## src/smd_cfg.svh

```systemverilog
// Purpose: offsets, field positions, reset values and codes for the dma control block
// Assumes: byte offsets within the operations register space, 12 address bits
// Notes:   definitions only
`ifndef SMD_CFG_SVH
`define SMD_CFG_SVH
// register offsets
`define SMD_OFS_LOCAL_START   12'h4b0
`define SMD_OFS_HOST_START    12'h4b4
`define SMD_OFS_LENGTH        12'h4b8
`define SMD_OFS_COMMAND       12'h4bc
`define SMD_OFS_SEMAPHORE     12'h4c0
`define SMD_OFS_HOST_RESET    12'h4e0
// field positions
`define SMD_CMD_DIR_BIT       0
`define SMD_CMD_PI_BIT        1
`define SMD_CMD_PCI_OWN_BIT   8
`define SMD_CMD_LOC_OWN_BIT   9
`define SMD_HRC_LRST_BIT      0
`define SMD_HRC_SOFT_BIT      1
`define SMD_ADDR_HI           13
`define SMD_ADDR_LO           2
// reset values
`define SMD_RST_WORD          32'h0000_0000
`define SMD_RST_HRC           1'h1
// pci command codes
`define SMD_PCI_MEM_READ      4'h6
`define SMD_PCI_MEM_WRITE     4'h7
`define SMD_PCI_READ_LINE     4'hc
`define SMD_PCI_READ_MULT     4'he
// cache line size in dwords, used to pick the read command
`define SMD_LINE_DWORDS       12'h008
`endif

```

## src/smd_pkg.sv

```systemverilog
// Purpose: types shared by the dma control block and its bench
// Assumes: constants live in smd_cfg.svh
// Notes:   nothing here holds a number of the register map
package smd_pkg;
	// one register access from either the local bus or the pci target side
	typedef struct packed {
		logic        wr;
		logic        rd;
		logic [11:0] addr;
		logic [31:0] wdata;
		logic [3:0]  be;
	} smd_reg_req_t;

	// one dword move handed to the pci master and shared memory
	typedef struct packed {
		logic        dir;
		logic [3:0]  cmd;
		logic [31:0] host_addr;
		logic [13:0] local_addr;
		logic        last;
	} smd_xfer_t;

	typedef enum logic [0:0] {
		SMD_IDLE,
		SMD_MOVE
	} smd_state_t;
endpackage

```

## src/smd_dma_ctrl.sv

```systemverilog
// Purpose: dma setup registers, ownership flags, reset control and dword sequencer
// Assumes: both register ports and all handshakes are on core_clk
// Notes:   pci master timing, fifos and interrupt registers live elsewhere
`include "smd_cfg.svh"

// How it works
// - local start address held in bits 13:2
// - host start address, dword aligned, 32 bits
// - transfer length from length bits 13:2
// - command low byte write launches transfer
// - command bit 0 selects direction, resets 0
// - prefetch inhibit forces plain memory read
// - otherwise pick read, line or multiple
// - local owner changes by local write only
// - pci owner changes by pci write only
// - semaphore local bits need pci partner clear
// - semaphore pci bits need local partner clear
// - host control bit 1 drives soft reset
// - host control bit 0 drives reset outputs
// - chip reset sets local reset bit
// - local bus may clear it when allowed
// - soft reset returns registers to defaults
// - soft reset keeps owners, direction and host control word
// - soft reset spares interrupt regs, clears mailbox
// - soft reset floats data, idles machines
// - soft reset empties queues to empty flags
module smd_dma_ctrl (
	input  wire logic                 core_clk,
	input  wire logic                 rst_b,
	input  wire logic                 ce,
	input  wire smd_pkg::smd_reg_req_t loc_req,
	output logic [31:0]               loc_rdata,
	output logic                      loc_rvalid,
	output logic                      loc_dq_oe,
	input  wire smd_pkg::smd_reg_req_t pci_req,
	output logic [31:0]               pci_rdata,
	output logic                      pci_rvalid,
	input  wire logic                 auto_cfg_done,
	input  wire logic                 cfg_term_release,
	input  wire logic                 local_clear_allowed,
	output smd_pkg::smd_xfer_t        xfer,
	output logic                      xfer_valid,
	input  wire logic                 xfer_ready,
	output logic                      dma_busy,
	output logic                      dma_done,
	output logic                      soft_reset_active,
	output logic                      mailbox_clear,
	output logic                      queue_flush,
	output logic                      local_reset_output,
	output logic                      local_reset_output_b
);

	// ******************************************************************
	// register storage
	// ******************************************************************
	logic [11:0]         local_start;      // dword index, address bits 13:2
	logic [29:0]         host_start;       // dword index, address bits 31:2
	logic [11:0]         length;           // dword count
	logic                dir_bit;
	logic                prefetch_inhibit;
	logic                loc_own;
	logic                pci_own;
	logic [3:0]          sem_loc;
	logic [3:0]          sem_pci;
	logic                lrst_bit;
	logic                soft_bit;

	// engine state
	smd_pkg::smd_state_t state;
	logic [11:0]         remaining;
	logic [11:0]         cur_local;
	logic [29:0]         cur_host;
	logic [3:0]          cur_cmd;

	// decoded writes
	logic                loc_wr_lstart;
	logic                loc_wr_hstart;
	logic                loc_wr_len;
	logic                loc_wr_cmd;
	logic                loc_wr_sem;
	logic                loc_wr_hrc;
	logic                pci_wr_lstart;
	logic                pci_wr_hstart;
	logic                pci_wr_len;
	logic                pci_wr_cmd;
	logic                pci_wr_sem;
	logic                pci_wr_hrc;
	logic                launch;
	logic                step;
	logic                next_loc_own;
	logic [3:0]          next_sem_loc;
	logic [31:0]         lstart_word;
	logic [31:0]         hstart_word;
	logic [31:0]         len_word;

	// ******************************************************************
	// helpers
	// ******************************************************************

	// byte-lane merge of a write into a stored word
	function automatic logic [31:0] merge(input logic [31:0] old_w,
		input logic [31:0] new_w, input logic [3:0] be);
		logic [31:0] res;
		res = old_w;
		for (int i = 0; i < 4; i++) begin
			if (be[i]) begin
				res[i*8 +: 8] = new_w[i*8 +: 8];
			end
		end
		return res;
	endfunction

	// read command chosen from the dwords left; long runs earn prefetch hints
	function automatic logic [3:0] pick_cmd(input logic dir, input logic pi,
		input logic [11:0] left);
		logic [3:0] c;
		if (dir) begin
			c = `SMD_PCI_MEM_WRITE;
		end else if (pi) begin
			c = `SMD_PCI_MEM_READ;
		end else if (left > (`SMD_LINE_DWORDS << 1)) begin
			c = `SMD_PCI_READ_MULT;
		end else if (left >= `SMD_LINE_DWORDS) begin
			c = `SMD_PCI_READ_LINE;
		end else begin
			c = `SMD_PCI_MEM_READ;
		end
		return c;
	endfunction

	// ******************************************************************
	// address decode
	// ******************************************************************

	// a write with no byte enable touches nothing
	always_comb begin
		loc_wr_lstart = loc_req.wr && (loc_req.addr == `SMD_OFS_LOCAL_START);
		loc_wr_hstart = loc_req.wr && (loc_req.addr == `SMD_OFS_HOST_START);
		loc_wr_len    = loc_req.wr && (loc_req.addr == `SMD_OFS_LENGTH);
		loc_wr_cmd    = loc_req.wr && (loc_req.addr == `SMD_OFS_COMMAND);
		loc_wr_sem    = loc_req.wr && (loc_req.addr == `SMD_OFS_SEMAPHORE);
		loc_wr_hrc    = loc_req.wr && (loc_req.addr == `SMD_OFS_HOST_RESET);
		pci_wr_lstart = pci_req.wr && (pci_req.addr == `SMD_OFS_LOCAL_START);
		pci_wr_hstart = pci_req.wr && (pci_req.addr == `SMD_OFS_HOST_START);
		pci_wr_len    = pci_req.wr && (pci_req.addr == `SMD_OFS_LENGTH);
		pci_wr_cmd    = pci_req.wr && (pci_req.addr == `SMD_OFS_COMMAND);
		pci_wr_sem    = pci_req.wr && (pci_req.addr == `SMD_OFS_SEMAPHORE);
		pci_wr_hrc    = pci_req.wr && (pci_req.addr == `SMD_OFS_HOST_RESET);
	end

	// low byte of the command word from either side starts the engine
	assign launch = ((loc_wr_cmd && loc_req.be[0]) || (pci_wr_cmd && pci_req.be[0]))
		&& !soft_bit;
	assign step   = (state == smd_pkg::SMD_MOVE) && xfer_ready;

	// ******************************************************************
	// dma setup words
	// ******************************************************************

	// merged setup words; local side wins when both ports write one word
	always_comb begin
		lstart_word = loc_wr_lstart ? merge({18'h0, local_start, 2'h0}, loc_req.wdata, loc_req.be)
			: merge({18'h0, local_start, 2'h0}, pci_req.wdata, pci_req.be);
		hstart_word = loc_wr_hstart ? merge({host_start, 2'h0}, loc_req.wdata, loc_req.be)
			: merge({host_start, 2'h0}, pci_req.wdata, pci_req.be);
		len_word    = loc_wr_len ? merge({18'h0, length, 2'h0}, loc_req.wdata, loc_req.be)
			: merge({18'h0, length, 2'h0}, pci_req.wdata, pci_req.be);
	end

	// only the dword bits are kept; the rest read back as zero
	always_ff @(posedge core_clk or negedge rst_b) begin
		if (!rst_b) begin
			local_start <= 12'h000;
			host_start  <= 30'h0000_0000;
			length      <= 12'h000;
		end else if (ce) begin
			if (soft_bit) begin
				local_start <= 12'h000;
				host_start  <= 30'h0000_0000;
				length      <= 12'h000;
			end else begin
				if (loc_wr_lstart || pci_wr_lstart) begin
					local_start <= lstart_word[`SMD_ADDR_HI:`SMD_ADDR_LO];
				end
				if (loc_wr_hstart || pci_wr_hstart) begin
					host_start <= hstart_word[31:2];
				end
				if (loc_wr_len || pci_wr_len) begin
					length <= len_word[`SMD_ADDR_HI:`SMD_ADDR_LO];
				end
			end
		end
	end

	// ******************************************************************
	// command word
	// ******************************************************************

	// direction and prefetch sit in the low byte; local side wins a tie
	always_ff @(posedge core_clk or negedge rst_b) begin
		if (!rst_b) begin
			dir_bit          <= 1'b0;
			prefetch_inhibit <= 1'b0;
		end else if (ce) begin
			if (soft_bit) begin
				prefetch_inhibit <= 1'b0;
			end else if (loc_wr_cmd && loc_req.be[0]) begin
				dir_bit          <= loc_req.wdata[`SMD_CMD_DIR_BIT];
				prefetch_inhibit <= loc_req.wdata[`SMD_CMD_PI_BIT];
			end else if (pci_wr_cmd && pci_req.be[0]) begin
				dir_bit          <= pci_req.wdata[`SMD_CMD_DIR_BIT];
				prefetch_inhibit <= pci_req.wdata[`SMD_CMD_PI_BIT];
			end
		end
	end

	// the pci owner check uses the local owner's new value, so a same-cycle
	// race can never leave both owners set
	always_comb begin
		next_loc_own = loc_own;
		if (loc_wr_cmd && loc_req.be[1] && !pci_own) begin
			next_loc_own = loc_req.wdata[`SMD_CMD_LOC_OWN_BIT];
		end
	end

	// owner flags survive soft reset
	always_ff @(posedge core_clk or negedge rst_b) begin
		if (!rst_b) begin
			loc_own <= 1'b0;
			pci_own <= 1'b0;
		end else if (ce) begin
			loc_own <= next_loc_own;
			if (pci_wr_cmd && pci_req.be[1] && !next_loc_own) begin
				pci_own <= pci_req.wdata[`SMD_CMD_PCI_OWN_BIT];
			end
		end
	end

	// ******************************************************************
	// semaphore flags
	// ******************************************************************

	// one owner pair per byte lane, local bit one above the pci bit
	generate
		for (genvar g = 0; g < 4; g++) begin : gen_sem
			always_comb begin
				next_sem_loc[g] = sem_loc[g];
				if (loc_wr_sem && loc_req.be[g] && !sem_pci[g]) begin
					next_sem_loc[g] = loc_req.wdata[g*8+1];
				end
			end

			always_ff @(posedge core_clk or negedge rst_b) begin
				if (!rst_b) begin
					sem_loc[g] <= 1'b0;
					sem_pci[g] <= 1'b0;
				end else if (ce) begin
					if (soft_bit) begin
						sem_loc[g] <= 1'b0;
						sem_pci[g] <= 1'b0;
					end else begin
						sem_loc[g] <= next_sem_loc[g];
						if (pci_wr_sem && pci_req.be[g] && !next_sem_loc[g]) begin
							sem_pci[g] <= pci_req.wdata[g*8];
						end
					end
				end
			end
		end
	endgenerate

	// ******************************************************************
	// host reset control
	// ******************************************************************

	// local reset held until configuration finishes; soft reset leaves
	// this word alone, otherwise the soft bit could never be released
	always_ff @(posedge core_clk or negedge rst_b) begin
		if (!rst_b) begin
			lrst_bit <= `SMD_RST_HRC;
			soft_bit <= 1'b0;
		end else if (ce) begin
			if (pci_wr_hrc && pci_req.be[0]) begin
				soft_bit <= pci_req.wdata[`SMD_HRC_SOFT_BIT];
			end else if (loc_wr_hrc && loc_req.be[0]) begin
				soft_bit <= loc_req.wdata[`SMD_HRC_SOFT_BIT];
			end
			if (auto_cfg_done) begin
				if (pci_wr_hrc && pci_req.be[0]) begin
					lrst_bit <= pci_req.wdata[`SMD_HRC_LRST_BIT];
				end else if (loc_wr_hrc && loc_req.be[0] && local_clear_allowed) begin
					lrst_bit <= loc_req.wdata[`SMD_HRC_LRST_BIT];
				end else if (cfg_term_release) begin
					lrst_bit <= 1'b0;
				end
			end
		end
	end

	// reset pins follow the bit with no extra delay
	assign local_reset_output   = lrst_bit;
	assign local_reset_output_b = !lrst_bit;

	// other blocks clear their queues and mailbox flag from these levels
	assign soft_reset_active = soft_bit;
	assign queue_flush       = soft_bit;
	assign mailbox_clear     = soft_bit;

	// ******************************************************************
	// dword sequencer
	// ******************************************************************

	// a launch while busy is dropped; a zero length moves nothing
	always_ff @(posedge core_clk or negedge rst_b) begin
		if (!rst_b) begin
			state     <= smd_pkg::SMD_IDLE;
			remaining <= 12'h000;
			cur_local <= 12'h000;
			cur_host  <= 30'h0000_0000;
			cur_cmd   <= `SMD_PCI_MEM_READ;
			dma_done  <= 1'b0;
		end else if (ce) begin
			dma_done <= 1'b0;
			if (soft_bit) begin
				state <= smd_pkg::SMD_IDLE;
			end else begin
				unique case (state)
					smd_pkg::SMD_IDLE: begin
						if (launch && (length != 12'h000)) begin
							state     <= smd_pkg::SMD_MOVE;
							remaining <= length;
							cur_local <= local_start;
							cur_host  <= host_start;
							cur_cmd   <= pick_cmd(next_dir(), next_pi(), length);
						end
					end
					smd_pkg::SMD_MOVE: begin
						if (step) begin
							remaining <= remaining - 12'h001;
							cur_local <= cur_local + 12'h001;
							cur_host  <= cur_host + 30'h0000_0001;
							cur_cmd   <= pick_cmd(dir_bit, prefetch_inhibit,
								remaining - 12'h001);
							if (remaining == 12'h001) begin
								state    <= smd_pkg::SMD_IDLE;
								dma_done <= 1'b1;
							end
						end
					end
				endcase
			end
		end
	end

	// direction and prefetch as they stand after this cycle's write
	function automatic logic next_dir();
		logic d;
		d = dir_bit;
		if (loc_wr_cmd && loc_req.be[0]) begin
			d = loc_req.wdata[`SMD_CMD_DIR_BIT];
		end else if (pci_wr_cmd && pci_req.be[0]) begin
			d = pci_req.wdata[`SMD_CMD_DIR_BIT];
		end
		return d;
	endfunction

	function automatic logic next_pi();
		logic p;
		p = prefetch_inhibit;
		if (loc_wr_cmd && loc_req.be[0]) begin
			p = loc_req.wdata[`SMD_CMD_PI_BIT];
		end else if (pci_wr_cmd && pci_req.be[0]) begin
			p = pci_req.wdata[`SMD_CMD_PI_BIT];
		end
		return p;
	endfunction

	// move request fields come from the sequencer's flops; direction comes from the command word
	assign xfer_valid      = (state == smd_pkg::SMD_MOVE) && !soft_bit;
	assign dma_busy        = xfer_valid;
	assign xfer.dir        = dir_bit;
	assign xfer.cmd        = cur_cmd;
	assign xfer.host_addr  = {cur_host, 2'h0};
	assign xfer.local_addr = {cur_local, 2'h0};
	assign xfer.last       = (remaining == 12'h001);

	// ******************************************************************
	// read back
	// ******************************************************************

	// unmapped offsets read zero; reserved bits read zero
	function automatic logic [31:0] read_word(input logic [11:0] a);
		logic [31:0] w;
		w = 32'h0000_0000;
		unique case (a)
			`SMD_OFS_LOCAL_START: w = {18'h0, local_start, 2'h0};
			`SMD_OFS_HOST_START:  w = {host_start, 2'h0};
			`SMD_OFS_LENGTH:      w = {18'h0, length, 2'h0};
			`SMD_OFS_COMMAND:     w = {22'h0, loc_own, pci_own, 6'h0,
				prefetch_inhibit, dir_bit};
			`SMD_OFS_SEMAPHORE:   w = {6'h0, sem_loc[3], sem_pci[3], 6'h0,
				sem_loc[2], sem_pci[2], 6'h0, sem_loc[1], sem_pci[1], 6'h0,
				sem_loc[0], sem_pci[0]};
			`SMD_OFS_HOST_RESET:  w = {30'h0, soft_bit, lrst_bit};
			default:              w = 32'h0000_0000;
		endcase
		return w;
	endfunction

	// data answers one cycle after the read strobe
	always_ff @(posedge core_clk or negedge rst_b) begin
		if (!rst_b) begin
			loc_rdata  <= 32'h0000_0000;
			loc_rvalid <= 1'b0;
			pci_rdata  <= 32'h0000_0000;
			pci_rvalid <= 1'b0;
		end else if (ce) begin
			loc_rvalid <= loc_req.rd;
			pci_rvalid <= pci_req.rd;
			if (loc_req.rd) begin
				loc_rdata <= read_word(loc_req.addr);
			end
			if (pci_req.rd) begin
				pci_rdata <= read_word(pci_req.addr);
			end
		end
	end

	// local data bus stays off the wire while soft reset holds
	assign loc_dq_oe = loc_rvalid && !soft_bit;

endmodule

```

## config.mk

```make
export PLATFORM = sky130hd
export DESIGN_NAME = smd_dma_ctrl
export DESIGN_NICKNAME = d
export VERILOG_FILES = /design/src/smd_pkg.sv /design/src/smd_dma_ctrl.sv
export VERILOG_INCLUDE_DIRS = /design/src /design/src/src
export SDC_FILE = /design/constraint.sdc
export NUM_CORES = 1
export LEC_CHECK = 0
export BUFFER_PORTS_ARGS = -buffer_cell sky130_fd_sc_hd__clkbuf_2
export CAP_MARGIN = 20
export CORE_MARGIN = 8
export CORE_UTILIZATION = 50
export DETAILED_ROUTE_END_ITERATION = 12
export PLACE_DENSITY = 0.88
export SLEW_MARGIN = 10
export SYNTH_ARGS = -nofsm -noshare
export SYNTH_HDL_FRONTEND = slang
export SYNTH_SLANG_ARGS = --single-unit
```

## constraint.sdc

```tcl
create_clock -name core_clk -period 2.81 [get_ports core_clk]
set_clock_uncertainty 0.2 [all_clocks]
set_input_delay 0.1405 -clock core_clk [delete_from_list [all_inputs] [get_ports core_clk]]
set_output_delay 0.1405 -clock core_clk [all_outputs]
set_load 0.01 [all_outputs]
```

---- Yosys cells after proc, flatten, opt, wreduce, memory -nomap -nowiden ----
Cells that the tools add are included.
operators by class
  equality and inequality tests ........... 23
  shifts and indexed selects .............. 0
  reductions and logical operators ........ 95
  multiply operators ...................... 0
  mux-type cells .......................... 85
  $add $sub $neg .......................... 3
  magnitude comparators ................... 4
  bitwise logic cells ..................... 2
  div/mod/pow operators ................... 0
operators by type and width
  operator               count
  $pmux 32 s6            2
  $eq 12x11->1 const B   12
  $mux 30                4
  $mux 12                8
  $mux 8                 8
  $pmux 30 s2            1
  $pmux 12 s2            2
  $mux 1                 43
  $logic_and 1x1->1      42
  $mux 4                 10
  $reduce_and 4->1       9
  $mux 32                1
  $add 30x1->30 const B  1
  $mux 14                2
  $reduce_bool 3->1      9
  $ge 12x4->1 const B    2
  $gt 12x5->1 const B    2
  $ne 3x3->1 const B     8
  $reduce_and 2->1       9
  $reduce_bool 2->1      8
  $add 12x1->12 const B  1
  $eq 12x1->1 const B    1
  $logic_not 1->1        12
  $mux 6                 2
  other kinds (9)        13
word-level totals
  memories kept ........................... 0
  register bits after elaboration ......... 194
  bits in latches ......................... 0
  ROM bits ................................ 0
  output and inout bits ................... 127
  bits in writable memories ............... 0
  input port bits ......................... 107
  logic and storage cells ................. 244

---- Logic depth before layout (Yosys ltp) ----
Gate-level depths: netlist (run 1).
  depth in word-level cells ............... 14
  depth in mapped cells ................... 10
  gate-level depth less buffers ........... 9

---- Worst setup path after synthesis (run 1) ----
No wires, ideal clock.
  path kind ............................... reg2reg
  start ................................... register length[7]
  end ..................................... register cur_local[2]
  period minus slack after synthesis ...... 2.682 ns
  stages on the path, launching flop included .. 9
  buffers on the path ..................... 2
  data arrival time ....................... 2.359 ns
  setup slack ............................. 0.128 ns
  required time ........................... 2.487 ns
  setup time .............................. 0.123 ns
  cell sequence ........................... dfrtp_1 or4_1 or4_1 nor3_4 a211o_1 buf_2 nand2_4 buf_6 o221a_1
between the ends
  word-level cells in the longest chain between the ends .. 4
ends and longest elaborated chain
  element                     line                 source
  start, declared             smd_dma_ctrl.sv:58   logic [11:0] length;
  start signal, assigned      smd_dma_ctrl.sv:189  length <= len_word[`SMD_ADDR_HI:`SMD_ADDR_LO];
  $reduce_bool 12->1          smd_dma_ctrl.sv:329  if (launch && (length != 12'h000)) begin
  $logic_and 1x1->1           smd_dma_ctrl.sv:329
  $ne 2x2->1 (no line)        -
  $reduce_and 4->1 (no line)  -
  end signal, assigned        smd_dma_ctrl.sv:332  cur_local <= local_start;
  end signal, assigned        smd_dma_ctrl.sv:340  cur_local <= cur_local + 12'h001;
  end, declared               smd_dma_ctrl.sv:71   logic [11:0] cur_local;
Every way passes these cells.
A chain may end at the register's enable or synchronous reset.

---- Final worst setup path (run 1) ----
  start ................................... input pci_req[44] in the netlist's numbering
  end ..................................... register sem_pci[3]
between the ends
  word-level cells in the longest chain between the ends .. 6
ends and longest elaborated chain
  element                         line                 source
  start, declared                 smd_dma_ctrl.sv:35   input wire smd_pkg::smd_reg_req_t pci_req,
  $eq 12x11->1                    -
  $logic_and 1x1->1               smd_dma_ctrl.sv:147  pci_wr_sem = pci_req.wr && (pci_req.addr == `SMD_OFS_SEMAPHORE);
  $logic_and 1x1->1 (2 in a row)  smd_dma_ctrl.sv:263  if (pci_wr_sem && pci_req.be[g] && !next_sem_loc[g]) begin
  $reduce_bool 2->1 (no line)     -
  $reduce_and 2->1 (no line)      -
  end signal, assigned by index   smd_dma_ctrl.sv:264  sem_pci[g] <= pci_req.wdata[g*8];
  end, declared                   smd_dma_ctrl.sv:64   logic [3:0] sem_pci;
Every way passes these cells.

==> results of run 1 <==
==> synth_stat cells (all sizes together), types with 5 or more instances <==
master	n
o21ai	126
o311ai	8
inv	25
nand3	32
o221a	7
nand4	8
or2	5
a22oi	16
and3	24
a21oi	82
o22ai	12
a222oi	11
nor2	81
o211ai	9
buf	37
nand2	262
nor3	31
mux2i	31
a31oi	33
mux2	33
clkbuf	64
dfrtp	191
a32oi	6
nand2b	6
or3	7
o31ai	35
nor4	18
==> routing by layer <==
metal / part of all wire [%] / track usage (%) / up-vias
met3: 13 / 6.92 / 197
met5: 0 / 0 / -
met1: 37 / 40.0 / 5738
met2: 45 / 47.3 / 1013
li1: - / - / 5240
met4: 4.9 / 14.0 / 0
==> cell type report <==
| type | count | area share [%] |
|---|---|---|
| clock buffer | 18 | 3.04 |
| clock inverter | 14 | 1.00 |
| tap | 280 | 2.48 |
| sequential | 193 | 34.2 |
| timing repair buffer | 372 | 17.9 |
| multi-input combinational | 968 | 40.7 |
| inverter | 26 | 0.691 |
==> how the worst min path moves through the flow <==
stage          cells after the start         from  slack [ns]        endpoint
4_1_cts                            4  pci_req[26]       0.002  host_start[20]
6_report                           4  pci_req[26]       0.006  host_start[20]
3_3_place_gp                       1        rst_b       -0.04  local_start[2]
3_5_place_dp                       1        rst_b       -0.03  local_start[2]
2_1_floorplan                      0        rst_b       -0.36      cur_cmd[0]
5_1_grt                            4  loc_req[22]        0.01  host_start[16]
==> power breakdown <==
part	switching (mW)	internal [mW]	total, mW
sequential	0.238	2.93	3.17
clock	1.17	1.25	2.43
combinational	0.820	0.604	1.42
total	2.23	4.79	7.02
==> metrics by stage <==
step / worst slack [ns] / instance area [sq um] / hold WS (ns) / TNS (ns) / instances
2_1_floorplan: 0.128 / 11100 / -0.355 / 0 / 1287
3_3_place_gp: -0.0154 / 12700 / -0.0359 / -0.110 / 1760
3_5_place_dp: -0.0588 / 12700 / -0.0332 / -0.432 / 1760
4_1_cts: 0.0340 / 14000 / 0.00216 / 0 / 1865
5_1_grt: -0.0680 / 14100 / 0.00968 / -0.0831 / 1871
6_report: 0.0628 / 14100 / 0.00573 / 0 / 1871
==> layout by cell type (no fill, tap or decap), types with 17 or more instances in the layout <==
master	n
o21ai_0	112
inv_1	25
a21oi_1	82
a31oi_1	33
buf_4	59
nand3_1	32
mux2i_1	31
and3_1	24
nor3_1	27
dfrtp_1	190
o31ai_1	31
clkbuf_2	226
clkbuf_16	17
mux2_2	29
nand2_1	261
nor2_1	79
dlygate4sd3_1	73
==> cell families after synthesis <==
| kind of cell | Yosys count | share of synthesized area, % |
|---|---|---|
| buffers and inverters | 127 | 5.22 |
| AOI/OAI and AO/OA | 376 | 21.6 |
| muxes | 67 | 6.78 |
| xor gates and xnor gates | 1 | 0.0789 |
| adders and majority gates | 4 | 0.451 |
| and+or+nand+nor | 514 | 22.3 |
| other | 2 | 0.0676 |
| DFF | 193 | 43.5 |
==> critical path, stage by stage <==
cell,delay (ns)
clkbuf_2,0.08
nand4bb_1,0.27
or2_2,0.36
nor3_2,0.26
buf_6,0.19
and2_4,0.17
nand4_1,0.10
dlygate4sd3_1,0.58
o31ai_1,0.20
dlygate4sd3_1,0.58
==> state kept, by name, indices dropped and copies added (netlist names), 3 cells and up <==
| register | cells |
|---|---|
| cur_cmd | 3 |
| cur_host | 30 |
| cur_local | 12 |
| host_start | 30 |
| length | 12 |
| loc_rdata | 32 |
| local_start | 12 |
| pci_rdata | 32 |
| remaining | 12 |
| sem_loc | 4 |
| sem_pci | 4 |
==> what timing repair did <==
item | in CTS | in global routing
setup buffers | 0 | 4
hold endpoints to repair | 204 | 0
endpoints found under the setup margin | 0 | 35
hold buffers | 73 | 0
gates resized for setup | 0 | 16
==> out/results.txt, run 1 <==
WP data arrival = 2.92 ns
Worst R2R Start = length[7]
Row count = 54
Area taken by multi-input logic gates = 5750 sq um
Pin slew with the least headroom to its limit = 0.894 ns
Tot Pwr = 7.02 mW
Area leader, netlist = dfrtp_1
MaxCap Viol Count = 0
Post-Syn Instances = 1284
Num Clock Sinks = 193
DR pass1 iterations = 6
Initial Util = 50.9%
GRT Residual Overflow = 0
Leakage = 6.49 nW
Tmin final = 2.75 ns
YS warnings = 0
IO Count = 234
Final setup violation count = 0
Final slew viol count = 0
Critical path type = input port to register
Top cell type's share of synthesized area = 43.0%
Slew Limit Headroom = 40.4%
Detailed-route DRC error count = 0
Reg2Reg Depth = 7
Flops & latches, synth = 193
Status = finished, final reports clean
Cell variety after synth = 85
Peak supply drop = 0.422 mV
Initial antenna violation count = 0
Initial DRC count = 2029
Post-synth EDFFs = 0
Total CTS buffers = 17
Clk slew on worst S/H paths = 0.07 ns
Via density = 6.51
Final net count = 1689
Tcrit/Tclk final = 97.8%
Post-Syn Area per Cell = 8.65 sq um
H-Tree Depth = 4
Share of the yosys chip area belonging to registers = 43.5%
Max Fclk = 364 MHz
Clk root buf = clkbuf_16
Tot GR Track Use = 30.5%
Post-Route WL = 42100 um
Fillcell total = 1669
Crit-path max FO = 9
Inserted Diodes = 0
Worst hold path class = input port to register
WL/cell = 22.5 um
Most area-consuming cells after synthesis = dfrtp_1 43%, nand2_1 8.8%, o21ai_0 5.0%
Critical Path Sink = sem_pci[3]
Async SR Flop Fraction = 100%
Reg-to-reg critical path endpoint = remaining[2]
TritonCTS clock tree = built
Die area = 27200 sq um
Vias = 12188
GP Congestion = 0.926
Detailed placer's ending HPWL = 28800 um
Total core area = 21800 sq um
Power Dens Cells = 497 nW/um^2
Critical path data required time = 2.99 ns
I/O Buffers = 228
Final Core Density = 64.7%
Startpoint Class = input port
Clock latency on the worst-skew pair = 0.44 ns
Fraction of layout cells with a size suffix above 1 = 25.6%
FF-to-FF setup slack = 0.10 ns
Clk buf depth = 2
First-pass GRT wire length = 65400 um
Crit path capture type = register
Cell Area, Synth = 11100 sq um
Largest net degree at the start of global routing = 81
CP Launch Point = pci_req[44]
Vias in the first global route = 12102
Syn-to-layout area delta = 27.1%
Register Area = 4830 sq um
Post-synth top flop = dfrtp_1
Final Hold Vio Count = 0
Antenna-violating nets left = 0
Die X = 165 um
Die Span Y = 165 um
RSZ-0062 raised after global routing = yes
Note: power is estimated with default switching activity, not from simulation.
==> run 2, diff against run 1 <==
--- a/config.mk
+++ b/config.mk
@@ -6,6 +6,7 @@
 export SDC_FILE = /design/constraint.sdc
 export NUM_CORES = 1
 export LEC_CHECK = 0
+export ABC_AREA = 1
 export BUFFER_PORTS_ARGS = -buffer_cell sky130_fd_sc_hd__clkbuf_2
 export CAP_MARGIN = 20
 export CORE_MARGIN = 8
==> constraint.sdc (replaced) <==
create_clock -name core_clk -period 2.81 [get_ports core_clk]
set_clock_uncertainty 0.2 [all_clocks]
set_input_delay 0.1405 -clock core_clk [delete_from_list [all_inputs] [get_ports core_clk]]
set_output_delay 0.1405 -clock core_clk [all_outputs]
set_load 0.1 [all_outputs]
==> run 2 against run 1 <==
  * Non-clock buffer count down 36
  * Register-to-register slack about the same
  * Combinational power down 42%
  * Critical endpoint is now sem_pci[2]
  * Largest power group unchanged
==> out/results.txt, run 2 <==
Worst hold stages = 5 (+1)
Clk buf depth = 2 (unchanged)
Critical path type = register to register
Die area = 27600 sq um (+1.2%)
Top cell type's share of synthesized area = 42.5% (-0.56 points)
Fillcell total = 1862 (+12%)
Largest registers = loc_rdata (32), pci_rdata (32)
Detailed placer's ending HPWL = 28900 um (+0.49%)
GRT Residual Overflow = 0 (unchanged)
Initial DRC count = 1516 (-25%)
Cell variety after synth = 45 (-47%)
Initial antenna violation count = 1 (+1)
Die Span Y = 166 um (+0.59%)
Hold path start = loc_req[8]
I/O Buffers = 228 (unchanged)
Largest net degree at the start of global routing = 81 (unchanged)
WL/cell = 19.2 um (-14%)
Most frequent cells in the layout = 376 x nand2_1, 225 x clkbuf_2, 194 x o21ai_0
Max Fclk = 371 MHz (+1.8%)
Commonest non-fill, non-tap cell in the layout = nand2_1
Worst hold path class = input port to register
WP data arrival = 2.87 ns (-0.05 ns)
TritonCTS clock tree = built
Final net count = 1918 (+14%)
Initial Util = 50.3% (-0.58 points)
DP Worst Slack = 0.507 ns (+0.565 ns)
Total core area = 22400 sq um (+2.5%)
Setup tns final = 0 ns (unchanged)
Die X = 166 um (+0.59%)
Crit path capture type = register
Async SR Flop Fraction = 100% (unchanged)
H-Tree Depth = 4 (unchanged)
Post-Route WL = 40500 um (-3.7%)
Tot GR Track Use = 28.9% (-1.6 points)
Area leader, netlist = dfrtp_1
Post-synth EDFFs = 0 (unchanged)
Startpoint Class = register
DP Area = 12600 sq um (-1.0%)
Share of the yosys chip area belonging to registers = 42.9% (-0.57 points)
Slew Limit Headroom = 50.0% (+9.6 points)
Pin slew with the least headroom to its limit = 0.748 ns (-0.146 ns)
Fraction of layout cells with a size suffix above 1 = 17.7% (-8.0 points)
IO Count = 234 (unchanged)
Clk slew on worst S/H paths = 0.07 ns (about the same)
Post-Syn Area per Cell = 7.32 sq um (-15%)
Final Cell Area = 14000 sq um (-0.98%)
Tcrit/Tclk final = 96.0% (-1.8 points)
Flops & latches, synth = 193 (unchanged)
Most area-consuming cells after synthesis = dfrtp_1 42%, nand2_1 13%, o21ai_0 8.7%
Reg2Reg Depth = 6 (-1)
Critical path data required time = 2.98 ns (about the same)
Final Core Density = 62.5% (-2.2 points)
Vias in the first global route = 12018 (-0.69%)
MaxCap Viol Count = 0 (unchanged)
Cell Area, Synth = 11300 sq um (+1.3%)
Crit-path max FO = 28 (+19)
Detailed-route DRC error count = 0 (unchanged)
Post-synth top flop = dfrtp_1
Leakage = 6.83 nW (+5.2%)
Row count = 55 (+1.9%)
Tmin final = 2.70 ns (-0.0493 ns)
Post-route setup slack = 0.112 ns (+0.0493 ns)
Clk root buf = clkbuf_16
Num Clock Sinks = 193 (unchanged)
YS warnings = 0 (unchanged)
Final slew viol count = 0 (unchanged)
Final Hold Vio Count = 0 (unchanged)
Peak supply drop = 0.409 mV (-3.0%)
Cell with the most instances after synthesis = nand2_1
FF-to-FF setup slack = 0.11 ns (about the same)
Via density = 5.89 (-9.5%)
GP Congestion = 1.01 (+8.7%)
Post-synth top cells = 378 x nand2_1, 195 x o21ai_0, 191 x dfrtp_1, 177 x inv_1, 147 x nor2_1
Vias = 12413 (+1.8%)
Syn-to-layout area delta = 24.2%
Status = finished, final reports clean
Reg-to-reg critical path endpoint = sem_pci[2]
Post-Syn Instances = 1537 (+20%)
Final setup violation count = 0 (unchanged)
End of the worst hold path = length[2]
Hold slack = 0.00683 ns (+0.00110 ns)
DR pass1 iterations = 6 (unchanged)
Clock latency on the worst-skew pair = 0.43 ns (about the same)
Power Dens Cells = 443 nW/um^2 (-11%)
First-pass GRT wire length = 64300 um (-1.6%)
RSZ-0062 raised after global routing = no
Worst R2R Start = mailbox_clear
Total CTS buffers = 17 (unchanged)
Antenna-violating nets left = 0 (unchanged)
-- run 2: changes by cell type after synthesis, moves of 24 or more --
cell | before | now
inv_1 | 25 | 177
nand2_1 | 261 | 378
o21ai_0 | 112 | 195
nor2_1 | 80 | 147
a31oi_1 | 33 | 0
nand3_1 | 32 | 65
a21oi_1 | 82 | 50
mux2i_1 | 31 | 0
mux2_2 | 29 | 0
and3_1 | 24 | 0
xor2_1 | 0 | 24
-- run 2: worst max path at each step --
stage                         endpoint  depth (start not counted)          start
after floorplan              loc_dq_oe                          4  mailbox_clear
after global placement    cur_host[18]                         14    cur_host[1]
after detailed placement  cur_host[14]                         14    cur_host[0]
after CTS                   sem_pci[2]                         12    loc_req[36]
after global routing        sem_pci[2]                          6  mailbox_clear
final                       sem_pci[2]                          6  mailbox_clear
-- run 2: area by class of cell --
type / count / area (sq um) / area share (%)
diodes: 1 / 2.50 / 0.0179
inverters: 178 / 668 / 4.78
well taps: 285 / 357 / 2.55
multi-input cells: 1081 / 5340 / 38.2
clock buffers: 19 / 443 / 3.17
flip-flops and latches: 193 / 4840 / 34.6
clock inverters: 13 / 150 / 1.07
repair buffers: 336 / 2190 / 15.6
-- run 2: logic make-up (layout without fill, tap and decap cells) --
family,count (synthesis),in the layout,share of synthesized area [%]
adders and majority gates,4,4,0.445
other,2,6,0.0667
AOI/OAI and AO/OA,389,389,20.3
DFF,193,193,42.9
xor gates and xnor gates,26,26,2.02
and+or+nand+nor,657,657,24.3
buffers and inverters,266,546,9.87
-- run 2: power breakdown --
group | internal, mW | switching [mW] | total, mW
clock network | 1.36 | 1.14 | 2.50
logic | 0.203 | 0.614 | 0.817
registers | 2.82 | 0.0551 | 2.88
total | 4.38 | 1.81 | 6.19
-- run 2: worst max-delay path, cell delays in order (launching register included) --
cell	delay, ns
dfrtp_4	0.62
nor2_1	0.24
buf_4	0.22
nand4_1	0.12
dlygate4sd3_1	0.59
nand2_1	0.08
dlygate4sd3_1	0.55
-- run 2: metrics by stage --
stage	total power, mW	std cells
finish	6.19	2106
global route	6.40	2105
CTS	6.20	2105
detailed placement	3.67	1994
global placement	3.67	1994
floorplan	3.41	1540
-- run 2: repair_timing --
| action | in CTS | in global routing |
|---|---|---|
| hold endpoints to repair | 142 | 0 |
| hold buffers | 79 | 0 |
| endpoints found under the setup margin | 0 | 3 |
| setup buffers | 0 | 0 |
| resized for setup | 0 | 3 |
-- run 2: metal layers --
metal | routed length [um] | vias up | global-route usage [%] | part of all wire, %
li1 | - | 5613 | - | -
met4 | 1860 | 2 | 13.7 | 4.6
met5 | 13 | - | 0 | 0.032
met3 | 4680 | 168 | 7.20 | 12
met1 | 15900 | 5709 | 38.2 | 39
met2 | 18000 | 921 | 43.9 | 45
==> run 3, diff against run 2 <==
--- a/config.mk
+++ b/config.mk
@@ -10,9 +10,11 @@
 export BUFFER_PORTS_ARGS = -buffer_cell sky130_fd_sc_hd__clkbuf_2
 export CAP_MARGIN = 20
 export CORE_MARGIN = 8
-export CORE_UTILIZATION = 50
+export CORE_UTILIZATION = 52
+export CTS_BUF_LIST = sky130_fd_sc_hd__clkbuf_8
 export DETAILED_ROUTE_END_ITERATION = 12
-export PLACE_DENSITY = 0.88
+export HOLD_SLACK_MARGIN = 0.1
+export PLACE_DENSITY = 0.9
 export SLEW_MARGIN = 10
 export SYNTH_ARGS = -nofsm -noshare
 export SYNTH_HDL_FRONTEND = slang
==> run 3 against run 2 <==
  * First-iteration DRC count is 8.6% higher
  * Die area decreased by 3.5%
  * Sequential cell count is the same
  * Sequential power about the same
  * Largest cell class unchanged
==> out/results.txt, run 3 (synthesized netlist as in run 2, its figures left out) <==
Tmin final = 2.79 ns (+0.0925 ns)
MaxCap Viol Count = 0 (unchanged)
DP Area = 12600 sq um (-0.29%)
Final Cell Area = 14300 sq um (+2.3%)
Vias in the first global route = 12534 (+4.3%)
Fillcell total = 1730 (-7.1%)
Worst hold path class = input port to register
Detailed placer's ending HPWL = 28800 um (-0.35%)
Pin slew with the least headroom to its limit = 0.912 ns (+0.164 ns)
Largest net degree at the start of global routing = 84 (+3.7%)
Clk root buf = clkbuf_8
Clk buf depth = 2 (unchanged)
Final setup violation count = 0 (unchanged)
Max Fclk = 358 MHz (-3.3%)
Final slew viol count = 0 (unchanged)
GRT Residual Overflow = 0 (unchanged)
Detailed-route DRC error count = 0 (unchanged)
Final cell count without fillers = 2151 (+2.1%)
Final net count = 1966 (+2.5%)
Clock latency on the worst-skew pair = 0.49 ns (+0.06 ns)
Post-route setup slack = 0.0196 ns (-0.0925 ns)
Initial Util = 52.2% (+1.9 points)
Die X = 163 um (-1.8%)
Tcrit/Tclk final = 99.3% (+3.3 points)
Peak supply drop = 0.307 mV (-25%)
Startpoint Class = register
CP Launch Point = length[0]
Post-Place Cells = 1985 (-0.45%)
Num Clock Sinks = 193 (unchanged)
H-Tree Depth = 4 (unchanged)
I/O Buffers = 228 (unchanged)
WL/cell = 19.7 um (+2.5%)
Clk slew on worst S/H paths = 0.10 ns (+0.03 ns)
Via density = 6.00 (+1.8%)
Die Span Y = 163 um (-1.8%)
Critical path data required time = 2.93 ns (-0.05 ns)
IO Count = 234 (unchanged)
Power Dens Cells = 397 nW/um^2 (-10%)
Crit-path max FO = 30 (+7.1%)
DR pass1 iterations = 8 (+2)
Tot GR Track Use = 31.2% (+2.3 points)
Total CTS buffers = 17 (unchanged)
Leakage = 6.91 nW (+1.1%)
Vias = 12908 (+4.0%)
Initial DRC count = 1647 (+8.6%)
TritonCTS clock tree = built
Commonest non-fill, non-tap cell in the layout = nand2_1
Status = finished, final reports clean
Row count = 54 (-1.8%)
Tot Pwr = 5.68 mW (-8.4%)
Post-Route WL = 42400 um (+4.7%)
Most frequent cells in the layout = 376 x nand2_1, 224 x clkbuf_2, 193 x o21ai_0
Die area = 26600 sq um (-3.5%)
Critical path type = register to register
Total core area = 21600 sq um (-3.6%)
First-pass GRT wire length = 66000 um (+2.6%)
GP Congestion = 0.995 (-1.2%)
WP data arrival = 2.91 ns (+0.04 ns)
Area taken by multi-input logic gates = 5350 sq um (+0.28%)
Slew Limit Headroom = 39.1% (-11 points)
DP Worst Slack = 0.316 ns (-0.190 ns)
Antenna-violating nets left = 0 (unchanged)
Fraction of layout cells with a size suffix above 1 = 17.6% (-0.13 points)
Final Core Density = 66.4% (+3.8 points)
Largest registers = loc_rdata (32), pci_rdata (32)
Final Hold Vio Count = 0 (unchanged)
Worst R2R Start = length[0]
Syn-to-layout area delta = 27.1%
Initial antenna violation count = 4 (+3)
Register Area = 4830 sq um (about the same)
Crit path capture type = register
Hold path start = loc_req[43]
run 3: per-layer routing:
layer	vias to the layer above	wire length, um	track usage (%)	share of wire [%]
li1	5709	-	-	-
met1	5986	16200	40.5	38
met2	1008	19100	48.1	45
met3	201	5160	8.64	12
met4	4	1950	13.6	4.6
met5	-	49	0	0.12
run 3: repair_timing:
action / 4_1_cts / 5_1_grt
setup buffers: 0 / 7
hold endpoints to repair: 303 / 1
resized for setup: 0 / 10
endpoints found under the setup margin: 0 / 18
hold buffers: 123 / 1
run 3: power by group:
group | internal (mW) | switching, mW
Sequential | 2.82 | 0.0577
Clock | 0.839 | 1.10
Combinational | 0.233 | 0.627
Total | 3.89 | 1.78
run 3: final cells by class:
type | count | area share, %
Inverter | 178 | 4.72
Multi-Input combinational cell | 1081 | 37.4
Antenna cell | 3 | 0.0525
Tap cell | 280 | 2.45
Clock buffer | 18 | 1.73
Sequential cell | 193 | 33.8
Clock inverter | 14 | 1.08
Timing Repair Buffer | 384 | 18.7
run 3: path summary, 6_finish.rpt:
kind	end	slack, ns	depth (start not counted)
min in group asynchronous	cur_host[20]	0.52	3
worst max register to register	cur_host[23]	0.02	10
worst min register to register	loc_rdata[24]	0.29	2
worst min-delay path	sem_loc[1]	0.11	8
worst max-delay path	cur_host[23]	0.02	10
max in group asynchronous	cur_cmd[1]	1.05	4
run 3: critical path, cell delays in order, from the launching register on:
cell and delay, ns:
dfrtp_1 0.44, inv_1 0.12, nand2_1 0.08, nor3_1 0.42
a21oi_1 0.18, nand2_1 0.11, nand2_1 0.06, nand2_2 0.10
nor2_4 0.05, inv_1 0.67, o21ai_0 0.21
run 3: per-stage QoR:
step	TNS, ns	hold WS [ns]
floorplan	-0.624	-0.355
global placement	0	-0.0306
detailed placement	0	-0.0209
CTS	0	0.110
global route	-0.00429	0.127
finish	0	0.114
